$ cat src/include/cfg_ctrl_pkg.sv
package cfg_ctrl_pkg;

    // =========================================================
    // Scheme select encodings
    // =========================================================
    localparam int SCHEME_W = 4;
    localparam logic [SCHEME_W-1:0] SCHEME_PASSIVE_SERIAL  = 4'h0;
    localparam logic [SCHEME_W-1:0] SCHEME_ACTIVE_SERIAL   = 4'h2;
    localparam logic [SCHEME_W-1:0] SCHEME_ACTIVE_PARALLEL = 4'h5;
    localparam logic [SCHEME_W-1:0] SCHEME_FAST_PARALLEL   = 4'hC;

    // =========================================================
    // Timing
    // =========================================================
    localparam int CLK_PERIOD_NS = 40;
    localparam int POR_TIME_NS   = 1000;
    localparam int POR_CYCLES    = (POR_TIME_NS + CLK_PERIOD_NS - 1)
                                   / CLK_PERIOD_NS;
    localparam int INIT_CYCLES   = 16;
    localparam int CNT_W         = 16;

    // =========================================================
    // Types
    // =========================================================
    typedef enum logic [1:0] {
        MODE_PASSIVE,
        MODE_ACTIVE_SERIAL,
        MODE_ACTIVE_PARALLEL
    } scheme_mode_t;

    typedef enum logic [2:0] {
        ST_POR,
        ST_RESET,
        ST_CONFIG,
        ST_WAIT_DONE,
        ST_INIT,
        ST_USER,
        ST_ERROR
    } cfg_state_t;

    // One open-drain pin seen from inside: level in, pull-low drive
    typedef struct packed {
        logic level;
        logic drive_low;
    } od_pin_t;

    // Configuration-data core feedback
    typedef struct packed {
        logic data_complete;
        logic data_error;
    } load_status_t;

endpackage : cfg_ctrl_pkg

$ cat src/logic/config_control_handshake.sv
`timescale 1ns/1ps
module config_control_handshake
    import cfg_ctrl_pkg::*;
#(
    parameter int POR_COUNT  = POR_CYCLES,
    parameter int INIT_COUNT = INIT_CYCLES
) (
    input  wire logic                clk_i,
    input  wire logic                rst_i,
    input  wire logic [SCHEME_W-1:0] scheme_select_i,
    input  wire logic                config_request_n_i,
    input  wire logic                chip_enable_n_i,
    input  wire load_status_t        load_status_i,
    input  wire logic                mem_select_req_i,
    input  wire logic                chain_dedicated_i,
    input  wire logic                chain_user_oe_i,
    input  wire logic                chain_user_out_i,
    input  wire logic                status_pad_i,
    output logic                     status_pad_o,
    output logic                     status_pad_oe_o,
    input  wire logic                cfg_complete_pad_i,
    output logic                     cfg_complete_pad_o,
    output logic                     cfg_complete_pad_oe_o,
    input  wire logic                chain_enable_out_n_pad_i,
    output logic                     chain_enable_out_n_pad_o,
    output logic                     chain_enable_out_n_pad_oe_o,
    output logic                     mem_enable_n_o,
    output logic                     load_enable_o,
    output logic                     load_clear_o,
    output logic                     user_io_enable_o,
    output logic                     user_mode_o,
    output scheme_mode_t             scheme_mode_o,
    output logic                     error_o
);

    // =========================================================
    // State and registers
    // =========================================================
    cfg_state_t           state_reg,  state_next;
    logic [CNT_W-1:0]     cnt_reg,    cnt_next;
    logic                 req_n_reg;
    scheme_mode_t         mode_reg,   mode_next;
    logic                 mode_load;
    logic                 mem_en_n_reg, mem_en_n_next;
    logic                 chain_low_reg, chain_low_next;
    logic                 status_low_reg, status_low_next;
    logic                 done_low_reg, done_low_next;

    // Pad levels as the wired-AND resolves them
    logic status_level;
    logic done_level;

    // Counter end points: a count of N runs N cycles
    localparam logic [CNT_W-1:0] POR_LAST  = CNT_W'(POR_COUNT - 1);
    localparam logic [CNT_W-1:0] INIT_LAST = CNT_W'(INIT_COUNT - 1);
    localparam logic [CNT_W-1:0] CNT_ZERO  = 16'h0000;
    localparam logic [CNT_W-1:0] CNT_ONE   = 16'h0001;

    // =========================================================
    // Open-drain pads
    // =========================================================
    // Status: power-on hold, errors and reset
    od_pin_driver u_status (
        .pull_low_i (status_low_reg),
        .pad_i      (status_pad_i),
        .pad_o      (status_pad_o),
        .pad_oe_o   (status_pad_oe_o),
        .level_o    (status_level)
    );

    // Done: let go only after a clean load
    od_pin_driver u_done (
        .pull_low_i (done_low_reg),
        .pad_i      (cfg_complete_pad_i),
        .pad_o      (cfg_complete_pad_o),
        .pad_oe_o   (cfg_complete_pad_oe_o),
        .level_o    (done_level)
    );

    // User-mode chain pin: driven by user logic if not dedicated
    wire chain_as_user = ~chain_dedicated_i
                         & (state_reg == ST_USER);
    wire chain_pull    = chain_as_user
                         ? (chain_user_oe_i & ~chain_user_out_i)
                         : chain_low_reg;

    od_pin_driver u_chain (
        .pull_low_i (chain_pull),
        .pad_i      (chain_enable_out_n_pad_i),
        .pad_o      (chain_enable_out_n_pad_o),
        .pad_oe_o   (chain_enable_out_n_pad_oe_o),
        .level_o    ()
    );

    // =========================================================
    // Request edge detect
    // =========================================================
    // Only the fall resets; a held-low request cannot retrigger
    wire req_fall  = req_n_reg & ~config_request_n_i;
    wire req_low   = ~config_request_n_i;

    // =========================================================
    // Decode
    // =========================================================
    wire loading   = (state_reg == ST_CONFIG)
                     | (state_reg == ST_WAIT_DONE);
    // Status pin only listened to while loading or initializing
    wire ext_fault = ~status_level & ~status_low_reg
                     & (loading | (state_reg == ST_INIT));
    wire load_ok   = load_status_i.data_complete
                     & ~load_status_i.data_error;
    // One counter serves both the power-on and init timers
    wire por_end   = (cnt_reg == POR_LAST);
    wire init_end  = (cnt_reg == INIT_LAST);

    // Straps sampled only in reset states; later changes ignored
    always_comb begin
        // Unknown strap codes fall back to passive loading
        unique case (scheme_select_i)
            SCHEME_ACTIVE_SERIAL:   mode_next = MODE_ACTIVE_SERIAL;
            SCHEME_ACTIVE_PARALLEL: mode_next = MODE_ACTIVE_PARALLEL;
            default:                mode_next = MODE_PASSIVE;
        endcase
    end

    assign mode_load = (state_reg == ST_POR)
                       | (state_reg == ST_RESET);

    // =========================================================
    // Next state
    // =========================================================
    always_comb begin
        state_next      = state_reg;
        cnt_next        = cnt_reg;
        status_low_next = 1'b0;
        done_low_next   = 1'b1;
        chain_low_next  = chain_low_reg;
        unique case (state_reg)
            ST_POR: begin
                status_low_next = 1'b1;
                cnt_next        = cnt_reg + CNT_ONE;
                if (por_end) begin
                    state_next      = ST_RESET;
                    status_low_next = 1'b0;
                    cnt_next        = CNT_ZERO;
                end
            end
            ST_RESET: begin
                chain_low_next  = 1'b0;
                status_low_next = req_low;
                // Level test: a request already high after power-on loads
                if (!req_low) begin
                    state_next = ST_CONFIG;
                end
            end
            ST_CONFIG: begin
                // A data error is fatal even with chip enable high
                if (load_status_i.data_error || ext_fault) begin
                    state_next      = ST_ERROR;
                    status_low_next = 1'b1;
                end else if (load_ok && !chip_enable_n_i) begin
                    state_next    = ST_WAIT_DONE;
                    done_low_next = 1'b0;
                end
            end
            ST_WAIT_DONE: begin
                done_low_next = 1'b0;
                if (ext_fault) begin
                    state_next      = ST_ERROR;
                    status_low_next = 1'b1;
                // Waits until every device on the wired line lets go
                end else if (done_level) begin
                    state_next = ST_INIT;
                    cnt_next   = CNT_ZERO;
                end
            end
            ST_INIT: begin
                // Faults still count until user mode is reached
                done_low_next = 1'b0;
                cnt_next      = cnt_reg + CNT_ONE;
                if (ext_fault) begin
                    state_next      = ST_ERROR;
                    status_low_next = 1'b1;
                end else if (init_end) begin
                    state_next     = ST_USER;
                    chain_low_next = 1'b1;
                end
            end
            ST_USER: begin
                // Done and status pins are not looked at here
                done_low_next = 1'b0;
            end
            ST_ERROR: begin
                // Held until the host pulls the request low again
                status_low_next = 1'b1;
            end
            default: begin
                state_next = ST_RESET;
            end
        endcase
        // A request fall always wins, from any state but power-on
        if (req_fall && state_reg != ST_POR) begin
            state_next      = ST_RESET;
            status_low_next = 1'b1;
            done_low_next   = 1'b1;
            chain_low_next  = 1'b0;
        end
    end

    // Memory enable: one pin serves the active serial and active parallel schemes
    always_comb begin
        mem_en_n_next = 1'b1;
        if (loading && mode_reg != MODE_PASSIVE) begin
            mem_en_n_next = ~mem_select_req_i;
        end
    end

    // =========================================================
    // Registers
    // =========================================================
    // Control state and its shared timer
    always_ff @(posedge clk_i) begin
        if (rst_i) begin
            state_reg <= ST_POR;
            cnt_reg   <= CNT_ZERO;
        end else begin
            state_reg <= state_next;
            cnt_reg   <= cnt_next;
        end
    end

    // Idles high so leaving reset never reads as a request
    always_ff @(posedge clk_i) begin
        if (rst_i) begin
            req_n_reg <= 1'b1;
        end else begin
            req_n_reg <= config_request_n_i;
        end
    end

    // Scheme latched only while unconfigured; later strap noise is moot
    always_ff @(posedge clk_i) begin
        if (rst_i) begin
            mode_reg <= MODE_PASSIVE;
        end else if (mode_load) begin
            mode_reg <= mode_next;
        end
    end

    // Open-drain pulls: status and done start pulled low
    always_ff @(posedge clk_i) begin
        if (rst_i) begin
            status_low_reg <= 1'b1;
            done_low_reg   <= 1'b1;
            chain_low_reg  <= 1'b0;
        end else begin
            status_low_reg <= status_low_next;
            done_low_reg   <= done_low_next;
            chain_low_reg  <= chain_low_next;
        end
    end

    // Registered so the memory select never glitches
    always_ff @(posedge clk_i) begin
        if (rst_i) begin
            mem_en_n_reg <= 1'b1;
        end else begin
            mem_en_n_reg <= mem_en_n_next;
        end
    end

    // =========================================================
    // Outputs
    // =========================================================
    assign mem_enable_n_o   = mem_en_n_reg;
    assign load_enable_o    = (state_reg == ST_CONFIG)
                              & ~chip_enable_n_i;
    // Loader drops any partial image while in reset
    assign load_clear_o     = (state_reg == ST_RESET);
    assign user_mode_o      = (state_reg == ST_USER);
    // User I/O tri-stated everywhere outside user mode
    assign user_io_enable_o = (state_reg == ST_USER);
    assign scheme_mode_o    = mode_reg;
    assign error_o          = (state_reg == ST_ERROR);

endmodule : config_control_handshake

$ cat src/logic/od_pin_driver.sv
`timescale 1ns/1ps
// Open-drain pad: output stays low, enable asserted only to pull low
module od_pin_driver
    import cfg_ctrl_pkg::*;
(
    input  wire logic pull_low_i,
    input  wire logic pad_i,
    output logic      pad_o,
    output logic      pad_oe_o,
    output logic      level_o
);
    assign pad_o    = 1'b0;
    assign pad_oe_o = pull_low_i;
    // Wired-AND: own pull wins even if pad sample lags
    assign level_o  = pad_i & ~pull_low_i;
endmodule : od_pin_driver

$ cat config.mk
export PLATFORM = sky130hd
export DESIGN_NAME = config_control_handshake
export DESIGN_NICKNAME = d
export VERILOG_FILES = /design/src/include/cfg_ctrl_pkg.sv /design/src/logic/config_control_handshake.sv /design/src/logic/od_pin_driver.sv
export SDC_FILE = /design/constraint.sdc
export NUM_CORES = 1
export LEC_CHECK = 0
export BUFFER_PORTS_ARGS = -buffer_cell sky130_fd_sc_hd__buf_2
export CELL_PAD_IN_SITES_DETAIL_PLACEMENT = 0
export CELL_PAD_IN_SITES_GLOBAL_PLACEMENT = 1
export CORE_UTILIZATION = 43
export CTS_CLUSTER_SIZE = 30
export DETAILED_ROUTE_END_ITERATION = 10
export PLACE_DENSITY_LB_ADDON = 0.1
export SLEW_MARGIN = 40
export SYNTH_ARGS = -nofsm -noshare
export SYNTH_HDL_FRONTEND = slang
export SYNTH_HIERARCHICAL = 1
export SYNTH_SLANG_ARGS = --single-unit
$ cat constraint.sdc
create_clock -name clk_i -period 5.4 [get_ports clk_i]
set_input_delay 0.27 -clock clk_i [delete_from_list [all_inputs] [get_ports clk_i]]
set_output_delay 0.27 -clock clk_i [all_outputs]
set_load 0.02 [all_outputs]
==> qor.csv <==
stage;metric;value;unit
clocking;clock_sinks;26;
clocking;ctsHtreeMaxLevel;1;
critical_path;crit_required;5660;ps
floorplan;core_region_area;3416;sq um
finish;finalInstanceArea;1709;sq um
floorplan;die_w;62.55;um
critical_path;reg2reg_depth;5;
clocking;cts_resized;0;
route;avgViaCountPerCell;5.554;
logic_synthesis;yosysWarnings;6;
flow_run;cap_violations;0;
grt;grt_max_degree;18;
placed_design;placedCellCount;256;
floorplan;start_util;46.15;%
sta;final.period_utilization;40.26;%
status;status;complete, no violations;
route;vias;1444;
logic_synthesis;syn_avg_cell_area;7.962;sq um
critical_path;critPathSlowestCell;dfxtp_1;
sta;slew_violations;0;
clocking;clkTransAtPathRegs;150;ps
placed_design;io_buffer_count;26;
placed_design;place_area;1673;sq um
route;initialDrtViolationCount;116;
finish;drive_gt1_share;18.22;%
worst_hold_path;hold_path_class;input port to flop;
route;drc;0;
finish;utilization;50.04;%
critical_path;crit_buf_inv;0;
sta;finClkSkew;8.548;ps
finish;fill_cells;345;
critical_path;r2r_setup_slack;3230;ps
power;power_density;310.9;nW/um^2
grt;overflow;0;
sta;hold_viol;0;
grt;antenna_found_initial;0;
finish;fin_nets;234;
sta;rsz0062_at_grt;no;
critical_path;max_stage_delay;620;ps
critical_path;cp-end-kind;flop;
logic_synthesis;synthesis.area;1577;sq um
sta;fmax;0.4600;GHz
finish;fin_cells;260;
grt;grt_pass1_wl;5.623;mm
floorplan;die_y;62.55;um
critical_path;crit_cells;5;
worst_hold_path;holdPathStages;2;
clocking;clk_latency;330;ps
grt;grt_usage;17.32;%
critical_path;worstPathArrival;2430;ps
critical_path;crit_family;simple AND/OR/NAND/NOR gates;
floorplan;die-area;3913;sq um
clocking;root_buffer;clkbuf_4;
power;peakVddDrop;0.0001611;V
sta;finalSetupViolations;0;
finish;n_antenna_cell;0;
logic_synthesis;postSynthCellCount;198;
critical_path;path_max_fanout;15;
power;p_total;0.0005314;W
route;wl_per_cell;12.78;um
grt;grt_pass1_vias;1320;
clocking;numCtsBuffers;3;
power;leakage;0.6650;nW
clocking;cts_tree;built;
placed_design;gp_congestion;0.8222;
critical_path;path_cells;nor2b_1, a41o_1, nand4_1, or3_1, a21oi_1;
clocking;post_cts_buffers;0;
route;first_pass_iters;4;
clocking;cts_hold_buf;0;
floorplan;io_pins;31;
clocking;clk_path_buf_depth;2;
sta;finalCriticalPeriod;2174;ps
critical_path;critPathLaunchType;flop;
sta;finalSetupTns;0;ps
finish;syn_to_final_growth;8.413;%
sta;worstMarginPinSlew;683.5;ps
placed_design;dp_hpwl;2.476;mm
sta;relSlewSlack;53.83;%
logic_synthesis;syn_nets;217;
finish;largest_reg_flops;16;
floorplan;num_rows;21;
route;wl;3.323;mm
route;ant_nets;0;
critical_path;worstSetupPathType;flop to flop;
==> area by class of cell <==
type	instances	area [sq um]	area share, %
repair buffers	26	130.1	7.613
well taps	46	57.56	3.367
flip-flops and latches	26	520.5	30.45
multi-input cells	151	938.4	54.90
inverters	7	26.28	1.537
clock buffers	4	36.28	2.123
==> power by group <==
group          switching (W)  internal (W)
Clock              0.0000592     0.0000413
Combinational       0.000116     0.0000687
Sequential         0.0000355      0.000211
Total               0.000211      0.000321
==> metal layers <==
metal  track usage [%]  wire length (um)  up-vias
met1             20.63              1532      669
met4             5.233                40        0
met2             31.93              1617       41
met3             2.190               133        6
li1                  -                 -      728
met5                 0                 0        -
==> stage by stage <==
step           hold slack [ps]  worst slack (ps)
4_1_cts                  144.4              3254
6_report                 152.6              3226
5_1_grt                  150.4              3050
3_5_place_dp             472.2              3301
3_3_place_gp             466.5              3247
2_1_floorplan            339.1              3594
==> final timing paths <==
path                                        from             end
worst min register to register     chain_low_reg   chain_low_reg
worst max register to register      state_reg[1]     cnt_reg[13]
worst min-delay path            mem_select_req_i  mem_enable_n_o
worst max-delay path                state_reg[1]     cnt_reg[13]
==> placed cells by master (no fill, tap or decap), drive strengths merged, types with 2 or more instances in the layout <==
cell type  instances
nand4             11
nor2              25
nand3              6
or3                4
or2                2
a211oi             2
nand2b             5
nor4               5
o21ai             11
conb               3
and3b              2
nor2b              5
nand2             19
and3               3
xor2               9
xnor2              5
ha                 2
buf               26
nor3               3
clkbuf             4
a21oi             12
dfxtp             26
inv                7
o311ai             2
nor4b              2
No activity file was read; power rests on OpenSTA's default activity.
